[src/shared/tpc_pkg.sv]
// Constants for the three-phase input commutation decoder.
// Assumes a single 250 MHz logic clock; the clock period and dead-gap cycle counts derive from it.
package tpc_pkg;

  // Clock and sizes
  localparam int CLK_PERIOD_NS = 4;
  localparam int PHASES = 3;
  localparam int DT_SEL_W = 3;
  localparam int DT_CNT_W = 11;
  localparam int CODE_W = 4;

  // Programmable dead gap, in ns, per setting of the 3-bit selector
  localparam int DEAD_NS [8] = '{35, 52, 88, 440, 880, 1760, 3520, 5280};

  // Input mode setting as written by software; 2'h3 is reserved and ignored
  localparam logic [1:0] MODE_CODE_SIX = 2'h0;
  localparam logic [1:0] MODE_CODE_THREE = 2'h1;
  localparam logic [1:0] MODE_CODE_SINGLE = 2'h2;

  // Active decoder mode, one-hot
  typedef enum logic [2:0] {
    TPC_MODE_SIX = 3'h1,
    TPC_MODE_THREE = 3'h2,
    TPC_MODE_SINGLE = 3'h4
  } tpc_mode_t;

  // Reset value of every gate group
  localparam logic [2:0] GATES_OFF = 3'h0;

  // Commutation table fields: [5:3] phases C,B,A taking PWM; [2:0] low gates C,B,A on
  localparam int COMM_PWM_LSB = 3;
  localparam int COMM_LOW_LSB = 0;

  // Indexed by {a_low, b_high, b_low, dwell}
  localparam logic [5:0] COMM_TABLE [16] = '{
    6'h00, 6'h00, 6'h0C, 6'h1C, 6'h22, 6'h2A, 6'h0A, 6'h0E,
    6'h11, 6'h31, 6'h14, 6'h15, 6'h21, 6'h23, 6'h0E, 6'h0E
  };

  // Least time rounds up to whole cycles, never below one
  function automatic logic [DT_CNT_W-1:0] ns_to_cycles(input int ns);
    int c;
    c = (ns + CLK_PERIOD_NS - 1) / CLK_PERIOD_NS;
    if (c < 1)
    begin
      c = 1;
    end
    return c[DT_CNT_W-1:0];
  endfunction

endpackage

[src/shared/tpc_gate_if.sv]
// Request and gate bundle between the input decoder and the dead-gap stage.
// Both ends run on the same clock; no timing lives here.
`timescale 1ns/1ns
`default_nettype none
interface tpc_gate_if;
  import tpc_pkg::*;

  logic [PHASES-1:0] req_high;
  logic [PHASES-1:0] req_low;
  logic band_en;
  logic [DT_CNT_W-1:0] band_cycles;
  logic [PHASES-1:0] gate_high;
  logic [PHASES-1:0] gate_low;

  modport ctrl (
    output req_high,
    output req_low,
    output band_en,
    output band_cycles,
    input gate_high,
    input gate_low
  );

  modport band (
    input req_high,
    input req_low,
    input band_en,
    input band_cycles,
    output gate_high,
    output gate_low
  );
endinterface
`default_nettype wire

[src/tpc_deadband.sv]
// Gate output stage with optional dead gap between complementary commands.
// Assumes requests never ask for both gates of a phase at once.
`timescale 1ns/1ns
`default_nettype none
module tpc_deadband (
  input wire logic mclk,
  input wire logic rst_n,
  tpc_gate_if.band gif
);
  import tpc_pkg::*;

  genvar i;
  generate
    for (i = 0; i < PHASES; i++)
    begin : g_phase
      logic [1:0] out;
      logic [DT_CNT_W-1:0] cnt;
      logic [1:0] req;

      assign req = {gif.req_high[i], gif.req_low[i]};
      assign gif.gate_high[i] = out[1];
      assign gif.gate_low[i] = out[0];

      // Turn-off is immediate; turn-on waits out the gap after any gate was on
      always_ff @(posedge mclk or negedge rst_n)
      begin
        if (!rst_n)
        begin
          out <= 2'h0;
          cnt <= '0;
        end
        else if (!gif.band_en)
        begin
          out <= req;
          cnt <= '0;
        end
        else if (req != out)
        begin
          if (out != 2'h0)
          begin
            out <= 2'h0;
            cnt <= gif.band_cycles;
          end
          else if (cnt != '0)
          begin
            cnt <= cnt - 1'b1;
          end
          else
          begin
            out <= req;
          end
        end
      end
    end
  endgenerate

endmodule
`default_nettype wire

[src/tpc_commutation.sv]
// Input mode decoder for a three-phase half-bridge gate driver.
// Assumes pin inputs are asynchronous to mclk; mode, dead gap and
// freewheel settings come from configuration logic on mclk.
`timescale 1ns/1ns
`default_nettype none

// Behaviour
// - Six-input: high-only turns high gate, low-only low
// - Six-input: equal inputs hold both gates off
// - Three-input: high input alone sets complementary gates
// - Three-input: dead gap inserted between complementary gates
// - Three-input: low-side inputs are ignored
// - Single-PWM: PWM on A high, selector latched
// - Single-PWM: any duty from 0 to 100%
// - Selector decodes thirteen states including align, stop
// - Dwell high at change holds overlap until low
// - Single-PWM: phase C low input ignored
// - Freewheel setting picks active or diode mode
// - Active freewheel: low gate gets inverted PWM
// - Diode freewheel: low gate stays off
// - Six step codes map PWM, low, off phases
// - Overlap codes merge adjacent steps' gates
// - Align: PWM A, low B,C; stop: off
module tpc_commutation (
  input wire logic mclk,
  input wire logic rst_n,
  input wire logic [tpc_pkg::PHASES-1:0] phase_high_input,
  input wire logic [tpc_pkg::PHASES-1:0] phase_low_input,
  input wire logic [1:0] input_mode,
  input wire logic freewheel_select,
  input wire logic [tpc_pkg::DT_SEL_W-1:0] dead_gap,
  output logic [tpc_pkg::PHASES-1:0] high_gate_out,
  output logic [tpc_pkg::PHASES-1:0] low_gate_out
);
  import tpc_pkg::*;

  // Synchroniser stages; the first stage feeds only the second
  logic [PHASES-1:0] hi_meta;
  logic [PHASES-1:0] hi_sync;
  logic [PHASES-1:0] lo_meta;
  logic [PHASES-1:0] lo_sync;

  // Registered input levels seen by the decoder
  logic [PHASES-1:0] h_q;
  logic [PHASES-1:0] l_q;

  tpc_mode_t mode;
  tpc_mode_t next_mode;

  tpc_gate_if gif ();

  always_ff @(posedge mclk or negedge rst_n)
  begin
    if (!rst_n)
    begin
      hi_meta <= GATES_OFF;
      hi_sync <= GATES_OFF;
      lo_meta <= GATES_OFF;
      lo_sync <= GATES_OFF;
    end
    else
    begin
      hi_meta <= phase_high_input;
      hi_sync <= hi_meta;
      lo_meta <= phase_low_input;
      lo_sync <= lo_meta;
    end
  end

  // Decoder stage; in single-PWM mode this is the selector latch
  always_ff @(posedge mclk or negedge rst_n)
  begin
    if (!rst_n)
    begin
      h_q <= GATES_OFF;
      l_q <= GATES_OFF;
    end
    else
    begin
      h_q <= hi_sync;
      l_q <= lo_sync;
    end
  end

  // Mode selection: a reserved setting keeps the current mode
  logic gates_idle;
  assign gates_idle = (high_gate_out == GATES_OFF) && (low_gate_out == GATES_OFF);
  assign next_mode = (input_mode == MODE_CODE_SIX) ? TPC_MODE_SIX :
                     (input_mode == MODE_CODE_THREE) ? TPC_MODE_THREE :
                     (input_mode == MODE_CODE_SINGLE) ? TPC_MODE_SINGLE : mode;

  // Switching modes with a gate on could glitch a half-bridge, so wait
  always_ff @(posedge mclk or negedge rst_n)
  begin
    if (!rst_n)
    begin
      mode <= TPC_MODE_SIX;
    end
    else if (gates_idle)
    begin
      mode <= next_mode;
    end
  end

  // Six-input decode: only exclusive patterns drive a gate
  logic [PHASES-1:0] six_high;
  logic [PHASES-1:0] six_low;
  assign six_high = h_q & ~l_q;
  assign six_low = l_q & ~h_q;

  // Three-input decode: low pins unread, low side is the complement
  logic [PHASES-1:0] three_high;
  logic [PHASES-1:0] three_low;
  assign three_high = h_q;
  assign three_low = ~h_q;

  // Single-PWM decode; phase C low is never read here
  logic pwm;
  logic [CODE_W-1:0] code;
  logic [5:0] comm;
  logic [PHASES-1:0] pwm_on;
  logic [PHASES-1:0] low_on;
  logic [PHASES-1:0] fw_low;
  logic [PHASES-1:0] one_high;
  logic [PHASES-1:0] one_low;
  assign pwm = h_q[0];
  assign code = {l_q[0], h_q[1], l_q[1], h_q[2]};
  assign comm = COMM_TABLE[code];
  assign pwm_on = comm[COMM_PWM_LSB +: PHASES];
  assign low_on = comm[COMM_LOW_LSB +: PHASES];
  // PWM passes unfiltered, so full and zero duty are both honoured
  assign one_high = pwm_on & {PHASES{pwm}};
  assign fw_low = freewheel_select ? (pwm_on & {PHASES{~pwm}}) : GATES_OFF;
  assign one_low = low_on | fw_low;

  // Request selection per active mode
  assign gif.req_high = (mode == TPC_MODE_SINGLE) ? one_high :
                        (mode == TPC_MODE_THREE) ? three_high : six_high;
  assign gif.req_low = (mode == TPC_MODE_SINGLE) ? one_low :
                       (mode == TPC_MODE_THREE) ? three_low : six_low;
  // Dead gap only in three-input mode; the active-freewheel low gate gets none
  assign gif.band_en = (mode == TPC_MODE_THREE);
  assign gif.band_cycles = ns_to_cycles(DEAD_NS[dead_gap]);

  tpc_deadband u_band (
    .mclk(mclk),
    .rst_n(rst_n),
    .gif(gif)
  );

  // Gate outputs are the output-stage flops
  assign high_gate_out = gif.gate_high;
  assign low_gate_out = gif.gate_low;
endmodule
`default_nettype wire

[config.mk]
export PLATFORM = sky130hd
export DESIGN_NAME = tpc_commutation
export DESIGN_NICKNAME = d
export VERILOG_FILES = /design/src/shared/tpc_pkg.sv /design/src/shared/tpc_gate_if.sv /design/src/tpc_deadband.sv /design/src/tpc_commutation.sv
export SDC_FILE = /design/constraint.sdc
export NUM_CORES = 1
export LEC_CHECK = 0
export BUFFER_PORTS_ARGS = -buffer_cell sky130_fd_sc_hd__buf_2
export CAP_MARGIN = 15
export CORE_ASPECT_RATIO = 0.9
export CORE_MARGIN = 3
export CORE_UTILIZATION = 30
export CTS_CLUSTER_SIZE = 10
export DETAILED_ROUTE_END_ITERATION = 10
export GPL_ROUTABILITY_DRIVEN = 0
export PLACE_DENSITY_LB_ADDON = 0.3
export SYNTH_ARGS = -nofsm -noshare
export SYNTH_HDL_FRONTEND = slang
export SYNTH_SLANG_ARGS = --single-unit
[constraint.sdc]
create_clock -name mclk -period 2.1 [get_ports mclk]
set_input_delay 0.315 -clock mclk [delete_from_list [all_inputs] [get_ports mclk]]
set_output_delay 0.315 -clock mclk [all_outputs]
set_load 0.005 [all_outputs]
==> results of run 1 <==
-- timing repair --
| item | in CTS | in global routing |
|---|---|---|
| buffers inserted | 8 | 6 |
| hold buffers | 1 | 0 |
| endpoints found under the hold margin | 42 | 0 |
| gates cloned | 2 | 0 |
| pin swaps | 15 | 18 |
| setup endpoints to repair | 30 | 31 |
| resized for setup | 33 | 22 |
-- final cells by class --
cell class | count | area (µm²)
flip-flops and latches | 60 | 1510
well taps | 160 | 200
clock inverters | 7 | 77.6
multi-input cells | 364 | 2380
repair buffers | 94 | 732
clock buffers | 9 | 225
inverters | 11 | 41.3
fillers | 1224 | 7110
-- worst max path at each step --
stage,endpoint,slack (ns),cells after the start
floorplan,u_band.g_phase[1].cnt[0],-0.01,7
global placement,u_band.g_phase[2].cnt[1],-0.06,9
detailed placement,u_band.g_phase[2].cnt[1],-0.13,9
CTS,u_band.g_phase[2].cnt[5],-0.008,9
global route,u_band.g_phase[2].cnt[8],-0.11,9
finish,u_band.g_phase[2].cnt[0],-0.05,9
-- state kept, by name, summed over array words and instances, names as in the netlist --
signal              count
u_band.g_phase.out      6
lo_meta                 3
hi_sync                 3
lo_sync                 3
u_band.g_phase.cnt     33
hi_meta                 3
h_q                     3
mode                    3
l_q                     3
-- cells in the mapped netlist, types with 6 or more instances --
library cell	instances	area share (%)
nor3_1	23	3.0
o21ai_1	13	1.7
o21ai_0	30	3.9
mux2i_1	7	1.8
nand2b_1	7	1.1
o2bb2ai_1	8	1.8
nor2_1	53	5.2
dfrtp_1	59	39
nor2b_1	6	0.98
nand3_1	8	1.0
and2_1	6	0.98
nand2_1	48	4.7
a31oi_1	7	1.1
a21oi_1	42	5.5
buf_2	6	0.78
clkbuf_1	22	2.2
o22ai_1	11	1.8
nand4_1	9	1.5
inv_1	11	1.1
-- per-stage QoR --
step	setup TNS (ns)	hold WS, ns	std cells	instance area, µm²	worst slack [ns]
final	-0.265	0.0700	705	5160	-0.0518
after detailed placement	-1.95	0.336	673	4480	-0.129
after global routing	-1.26	0.0573	705	5160	-0.108
after global placement	-0.767	0.332	673	4480	-0.0551
after floorplan	-0.0205	0.0194	466	3830	-0.0103
after CTS	-0.0228	0.0631	699	5000	-0.00770
-- routing by layer --
metal | part of all wire, % | wire length [µm] | track usage, %
met1 | 48 | 5560 | 22.7
met2 | 45 | 5270 | 25.8
met3 | 4.7 | 543 | 3.45
met4 | 2.0 | 230 | 7.01
met5 | 0 | 0 | 0
-- kinds of logic after synthesis --
group / count (synthesis)
AOI/OAI and AO/OA: 162
buffers and inverters: 43
xor gates and xnor gates: 4
DFF: 60
muxes: 7
adders and majority gates: 3
and+or+nand+nor: 187
-- worst register-to-register path, stage by stage, from the launching register on --
cell and delay (ns):
dfstp_2 0.40, buf_6 0.13, nor3b_4 0.34, o41ai_2 0.17
o32ai_4 0.17, buf_6 0.16, mux2i_4 0.30, buf_6 0.17
a21oi_2 0.06, a211oi_2 0.18
==> flow_summary_export.csv, run 1 <==
group,metric,value,unit
run_status,status,"finished with violations",
run_status,violations,"negative setup slack",
clock_network,cts-buffers-inserted,9,
synthesis,async_reset_ff_share,100,%
finish,mostFrequentLayoutCell,"buf_4",
placement,port_buffers,19,
synthesis,ys.flop_type,"dfrtp_1",
synthesis,synth_top_family_by_area,"compound AO/OA/AOI/OAI gates",
clock_network,clock_path_buffers,2,
clock_network,clk_latency,0.35,ns
floorplan,rows,38,
sta,hold_viol,0,
synthesis,synth_area,3830,µm²
critical_path,path_buf_inv,3,
floorplan,initial_utilization,31.2,%
floorplan,core_area,12300,µm²
floorplan,die_height,113,µm
placement,dpl.hpwl,7810,µm
clock_network,clk_pin_slew,0.06,ns
synthesis,ys_seq_elements,60,
detailed_routing,ant_nets,0,
detailed_routing,drc,0,
synthesis,synth-compound-area-share,28.0,%
detailed_routing,routed_wl,11600,µm
grt,grt_pass1_wl,19000,µm
sta,rsz0062_at_grt,"yes",
critical_path,cp-start-kind,"flop",
synthesis,seq_area_frac_synth,39.2,%
critical_path,crit_fanout,6,
floorplan,io_pins,20,
detailed_routing,via_count,3866,
sta,post-route-period-util,102,%
synthesis,synth_edf_count,0,
synthesis,yosys.area_share.simple,24.3,%
finish,insertedDiodeCount,0,
clock_network,cts_tree,"yes",
floorplan,die_w,125,µm
sta,max_slew_margin,52.1,%
critical_path,rr_worst_depth,9,
synthesis,synthesis.instances,466,
synthesis,synth_xor_xnor_area_share,0.915,%
detailed_routing,firstDrtPassIters,5,
synthesis,synthesis.nets,483,
synthesis,syn-mean-instance-area,8.22,µm²
detailed_routing,drt_iter0_drc,402,
critical_path,worstPathRequired,2.36,ns
critical_path,rr_startpoint,"mode[0]",
grt,antenna_found_initial,0,
grt,overflow,0,
synthesis,yosys_warnings,0,
finish,fin_nets,557,
sta,finalCriticalPeriod,2.15,ns
sta,slew_viol_final,0,
job,drv_cap,0,
clock_network,root_buffer,"clkbuf_16",
grt,gr-usage-all-layers,16.6,%
hold_path,min_to,"hi_meta[2]",
sta,setup_viol,12,
synthesis,synth_mux_area_share,1.83,%
critical_path,r2r_slack,-0.05,ns
critical_path,rr_endpoint,"u_band.g_phase[2].cnt[0]",
clock_network,clock-sinks,60,
critical_path,crit_chain,"buf_6 -> nor3b_4 -> o41ai_2 -> o32ai_4 -> buf_6 -> mux2i_4 -> buf_6 -> a21oi_2 -> a211oi_2",
critical_path,critPathSlowestCell,"dfstp_2",
finish,drive_above_1_share,30.1,%
synthesis,synth_fa_ha_area_share,0.980,%
hold_path,holdPathStages,1,
sta,max_slew.worst_pin.slew,0.710,ns
grt,grt_pass1_vias,3726,
finish,finish.utilization,42.1,%
critical_path,critical_path_class,"flop to flop",
sta,fmax,465,MHz
critical_path,worstPathArrival,2.42,ns
hold_path,hold_class,"input pin to flop",
hold_path,min_from,"phase_high_input[2]",
finish,layout_common_cells,"buf_4 (62), dfrtp_1 (56), nor2_1 (51), nand2_1 (48), a21oi_1 (37)",
sta,setup_slack,-0.0518,ns
clock_network,h-tree-depth,3,
synthesis,netlist-cell-type-count,66,
detailed_routing,avgRoutedWirePerCell,16.5,µm
critical_path,end_kind,"flop",
detailed_routing,viasPerCell,5.48,
critical_path,cp_slowest_stage_delay,0.40,ns
critical_path,crit_start,"mode[0]",
grt,grt_max_degree,61,
critical_path,cp_common_cell,"buf_6",
finish,syn2layout_area_growth,34.8,%
sta,fin_skew,0.00832,ns
floorplan,dieArea,14200,µm²
critical_path,crit_family,"compound AO/OA/AOI/OAI gates",
Power of run 1 is left out: the tool's default activity adds up to more than one toggle a clock period on the data nets, which glitch-free logic cannot reach.
==> inputs of run 2 (changes only) <==
--- a/config.mk
+++ b/config.mk
@@ -7,12 +7,15 @@
 export LEC_CHECK = 0
 export BUFFER_PORTS_ARGS = -buffer_cell sky130_fd_sc_hd__buf_2
 export CAP_MARGIN = 15
+export CELL_PAD_IN_SITES_DETAIL_PLACEMENT = 1
+export CELL_PAD_IN_SITES_GLOBAL_PLACEMENT = 1
 export CORE_ASPECT_RATIO = 0.9
 export CORE_MARGIN = 3
 export CORE_UTILIZATION = 30
 export CTS_CLUSTER_SIZE = 10
 export DETAILED_ROUTE_END_ITERATION = 10
 export GPL_ROUTABILITY_DRIVEN = 0
+export HOLD_SLACK_MARGIN = 0.05
 export PLACE_DENSITY_LB_ADDON = 0.3
 export SYNTH_ARGS = -nofsm -noshare
 export SYNTH_HDL_FRONTEND = slang
==> flow_summary_export.csv, run 2 (synthesized netlist as in run 1, its figures left out) <==
group,metric,value,unit
run_status,status,"finished with violations",
run_status,violations,"negative setup slack",
critical_path,worstPathArrival,2.43,ns
sta,post-route-period-util,103,%
finish,reg_top3,"u_band.g_phase.cnt x33, u_band.g_phase.out x6",
floorplan,core_area,12300,µm²
clock_network,h-tree-depth,3,
finish,top_register,"u_band.g_phase.cnt",
critical_path,crit_chain,"nor2b_1 -> o211a_1 -> or4_4 -> a22o_4 -> o21ai_4 -> mux2i_1",
critical_path,crit_fanout,8,
sta,hold_viol,0,
placement,dpl.hpwl,9220,µm
detailed_routing,viasPerCell,5.58,
finish,syn2layout_area_growth,37.8,%
floorplan,die_height,113,µm
finish,fin_nets,569,
grt,grt_pass1_wl,22300,µm
finish,area.sequential,1510,µm²
grt,antenna_found_initial,0,
grt,overflow,0,
floorplan,io_pins,20,
placement,port_buffers,19,
finish,insertedDiodeCount,0,
critical_path,critPathSlowestCell,"dfstp_2",
critical_path,cp-start-kind,"flop",
clock_network,clock-sinks,60,
detailed_routing,avgRoutedWirePerCell,19.0,µm
floorplan,die_w,125,µm
clock_network,clk_pin_slew,0.05,ns
grt,gr-usage-all-layers,19.5,%
clock_network,clk_latency,0.34,ns
finish,multiInputGateArea,2410,µm²
critical_path,cp_slowest_stage_delay,0.59,ns
finish,nFillCells,1425,
job,drv_cap,0,
sta,finalCriticalPeriod,2.17,ns
floorplan,dieArea,14200,µm²
finish,finish.utilization,43.0,%
hold_path,hold_class,"input pin to flop",
finish,drive_above_1_share,32.3,%
detailed_routing,ant_nets,0,
placement,place_ws,-0.164,ns
floorplan,rows,38,
grt,grt_pass1_vias,4261,
finish,largest_reg_flops,33,
clock_network,root_buffer,"clkbuf_16",
sta,tns,-0.298,ns
finish,mostFrequentLayoutCell,"buf_4",
detailed_routing,routed_wl,13600,µm
critical_path,path_buf_inv,0,
sta,fin_skew,0.00993,ns
floorplan,initial_utilization,31.2,%
finish,layout_common_cells,"buf_4 (75), dfrtp_1 (55), nor2_1 (50), nand2_1 (47), a21oi_1 (39)",
detailed_routing,firstDrtPassIters,4,
critical_path,crit_family,"compound AO/OA/AOI/OAI gates",
clock_network,cts_tree,"yes",
critical_path,critical_path_class,"flop to flop",
sta,setup_viol,11,
clock_network,clock_path_buffers,2,
sta,rsz0062_at_grt,"yes",
sta,max_slew_margin,55.0,%
detailed_routing,drc,0,
critical_path,end_kind,"flop",
clock_network,cts-buffers-inserted,9,
sta,max_slew.worst_pin.slew,0.668,ns
sta,slew_viol_final,0,
detailed_routing,via_count,4001,
grt,grt_max_degree,61,
sta,setup_slack,-0.0682,ns
detailed_routing,drt_iter0_drc,263,
critical_path,worstPathRequired,2.36,ns
sta,fmax,461,MHz
==> run 2: cell types whose count changed in the layout (fill, tap and decap cells not counted), moves of 2 or more <==
cell	change
clkinvlp_4	-3
a21oi_2	-2
clkbuf_8	+2
clkinv_2	+2
a21oi_1	+2
buf_4	+13
clkinv_4	-2
nor3_2	-2
==> run 2: final cells by class <==
cell class / count / share of cell area [%]
Tap cell: 160 / 3.79
Multi-Input combinational cell: 364 / 45.8
Inverter: 11 / 0.782
Clock buffer: 12 / 4.86
Sequential cell: 60 / 28.6
Clock inverter: 4 / 0.901
Timing Repair Buffer: 106 / 15.3
==> run 2: worst register-to-register path, cell delays in order, from the launching register on <==
cell and delay, ns:
dfstp_2 0.59, nor2b_1 0.09, o211a_1 0.27, or4_4 0.44, a22o_4 0.29, o21ai_4 0.19
mux2i_1 0.21
==> run 2: path summary, 6_finish.rpt <==
path / start / to / slack, ns / depth (start not counted)
max: mode[0] / u_band.g_phase[1].cnt[0] / -0.07 / 6
min: phase_high_input[1] / hi_meta[1] / 0.08 / 1
max reg2reg: mode[0] / u_band.g_phase[1].cnt[0] / -0.07 / 6
max in group asynchronous: rst_n / mode[0] / 1.25 / 3
min reg2reg: hi_sync[2] / h_q[2] / 0.35 / 0
min in group asynchronous: rst_n / u_band.g_phase[0].cnt[0] / 0.53 / 3
==> run 2: metrics by stage <==
step / hold slack (ns) / std cells / cell area, µm²
finish: 0.0808 / 717 / 5280
global route: 0.0683 / 717 / 5280
CTS: 0.0692 / 707 / 5010
detailed placement: 0.336 / 684 / 4550
global placement: 0.333 / 684 / 4550
floorplan: 0.0194 / 466 / 3830
==> run 2: what timing repair did <==
action	4_1_cts	5_1_grt
hold buffers	1	0
resized for setup	25	44
setup buffers	5	9
pin swaps	8	21
hold endpoints to repair	59	0
endpoints found under the setup margin	32	34
cloned	2	1
==> run 2: layer usage <==
metal / routed length (µm) / GRT usage (%) / part of all wire (%) / vias up
li1: - / - / - / 1884
met1: 6320 / 25.5 / 46 / 2020
met2: 6550 / 32.1 / 48 / 80
met3: 574 / 5.29 / 4.2 / 17
met4: 202 / 5.42 / 1.5 / 0
met5: 0 / 0 / 0 / -
Power of run 2 is left out for the same reason.
==> inputs of run 3 (changes only) <==
==> constraint.sdc (replaced) <==
create_clock -name mclk -period 2.08 [get_ports mclk]
set_input_delay 0.312 -clock mclk [delete_from_list [all_inputs] [get_ports mclk]]
set_output_delay 0.312 -clock mclk [all_outputs]
set_load 0.005 [all_outputs]
==> flow_summary_export.csv, run 3 (synthesized netlist as in run 1, its figures left out) <==
group,metric,value,unit
sta,slew_viol_final,0,
job,drv_cap,0,
hold_path,holdPathStages,1,
critical_path,rr_startpoint,"mode[1]",
finish,layout_common_cells,"buf_4 (78), dfrtp_1 (56), nor2_1 (51), nand2_1 (48), a21oi_1 (33)",
grt,overflow,0,
finish,fin_area,5460,µm²
finish,largest_reg_flops,33,
clock_network,cts-buffers-inserted,9,
detailed_routing,drc,0,
sta,fmax,451,MHz
grt,grt_pass1_wl,22800,µm
run_status,status,"finished with violations",
placement,place_area,4600,µm²
sta,setup_slack,-0.139,ns
floorplan,dieArea,14200,µm²
critical_path,crit_chain,"buf_4 -> nor2_1 -> nor3_2 -> or4_4 -> a22o_4 -> o21ai_4 -> mux2i_1",
sta,rsz0062_at_grt,"yes",
sta,max_slew_margin,61.7,%
sta,fin_skew,0.0116,ns
floorplan,core_area,12300,µm²
floorplan,die_w,125,µm
critical_path,end_kind,"flop",
finish,fin_nets,577,
finish,drive_above_1_share,34.7,%
placement,port_buffers,19,
detailed_routing,firstDrtPassIters,4,
clock_network,clock_path_buffers,2,
floorplan,io_pins,20,
hold_path,hold_class,"input pin to flop",
grt,antenna_found_initial,0,
critical_path,r2r_slack,-0.14,ns
sta,post-route-period-util,107,%
critical_path,worstPathRequired,2.33,ns
floorplan,initial_utilization,31.2,%
critical_path,rr_worst_depth,7,
critical_path,worstPathArrival,2.47,ns
clock_network,root_buffer,"clkbuf_16",
critical_path,critical_path_class,"flop to flop",
detailed_routing,via_count,4076,
sta,setup_viol,29,
detailed_routing,routed_wl,14000,µm
detailed_routing,ant_nets,0,
sta,hold_viol,0,
finish,reg_top3,"u_band.g_phase.cnt x33, u_band.g_phase.out x6",
detailed_routing,drt_iter0_drc,310,
floorplan,rows,38,
clock_network,h-tree-depth,3,
finish,syn2layout_area_growth,42.5,%
run_status,violations,"negative setup slack",
finish,top_register,"u_band.g_phase.cnt",
detailed_routing,avgRoutedWirePerCell,19.4,µm
detailed_routing,viasPerCell,5.62,
critical_path,cp-start-kind,"flop",
placement,place_ws,-0.142,ns
hold_path,min_from,"phase_low_input[0]",
sta,max_slew.worst_pin.slew,0.559,ns
critical_path,cp_slowest_stage_delay,0.51,ns
finish,mostFrequentLayoutCell,"buf_4",
sta,finalCriticalPeriod,2.22,ns
grt,grt_max_degree,61,
finish,insertedDiodeCount,0,
grt,grt_pass1_vias,4249,
clock_network,clk_latency,0.34,ns
hold_path,min_to,"lo_meta[0]",
clock_network,clock-sinks,60,
critical_path,rr_endpoint,"u_band.g_phase[1].cnt[1]",
clock_network,clk_pin_slew,0.06,ns
grt,gr-usage-all-layers,19.9,%
clock_network,cts_tree,"yes",
finish,finish.utilization,44.5,%
sta,tns,-2.08,ns
critical_path,critPathSlowestCell,"or4_4",
critical_path,crit_fanout,6,
placement,dpl.hpwl,9330,µm
floorplan,die_height,113,µm
==> run 3: changes by cell type in the layout (fill, tap and decap cells not counted), moves of 4 or more <==
cell     change
o22ai_2      -4
buf_6        +5
a21oi_1      -6
o22ai_1      +4
a21oi_2      +5
==> run 3: metrics by stage <==
step           instances  hold WS, ns
5_1_grt              725       0.0597
2_1_floorplan        466       0.0164
3_3_place_gp         689        0.332
4_1_cts              720       0.0607
6_report             725       0.0690
3_5_place_dp         689        0.337
==> run 3: how the worst max path moves through the flow <==
stage	end	slack [ns]	cells past startpoint	from
floorplan	u_band.g_phase[1].cnt[0]	-0.03	7	mode[0]
global placement	u_band.g_phase[1].cnt[7]	-0.07	6	mode[1]
detailed placement	u_band.g_phase[1].cnt[8]	-0.14	7	mode[1]
CTS	u_band.g_phase[2].cnt[2]	-0.09	8	mode[2]
global route	u_band.g_phase[2].cnt[8]	-0.23	9	mode[0]
finish	u_band.g_phase[1].cnt[1]	-0.14	7	mode[1]
==> run 3: layout make-up <==
cell class	count	area, µm²
Sequential cell	60	1510
Multi-Input combinational cell	364	2460
Clock inverter	6	136
Tap cell	160	200
Timing Repair Buffer	114	883
Clock buffer	10	229
Inverter	11	41.3
Fill cell	1458	6810
==> run 3: routing by layer <==
metal	share of wire [%]	global-route usage [%]
met1	46	26.7
met2	49	32.5
met3	4.3	4.77
met4	1.0	4.84
met5	0	0
==> run 3: worst max-delay path: cells and delay by family, from the launching register on <==
family	cells	cell delay, ns
muxes	1	0.23
and+or+nand+nor	3	0.80
buffers and inverters	1	0.16
AOI/OAI and AO/OA	2	0.47
DFF	1	0.46
==> run 3: repair_timing <==
action	in CTS	in global routing
hold buffers	1	0
endpoints found under the hold margin	59	0
endpoints found under the setup margin	32	37
buffers inserted	13	5
pin swaps	22	17
resized for setup	43	37
gates cloned	2	0
Power of run 3 is left out for the same reason.
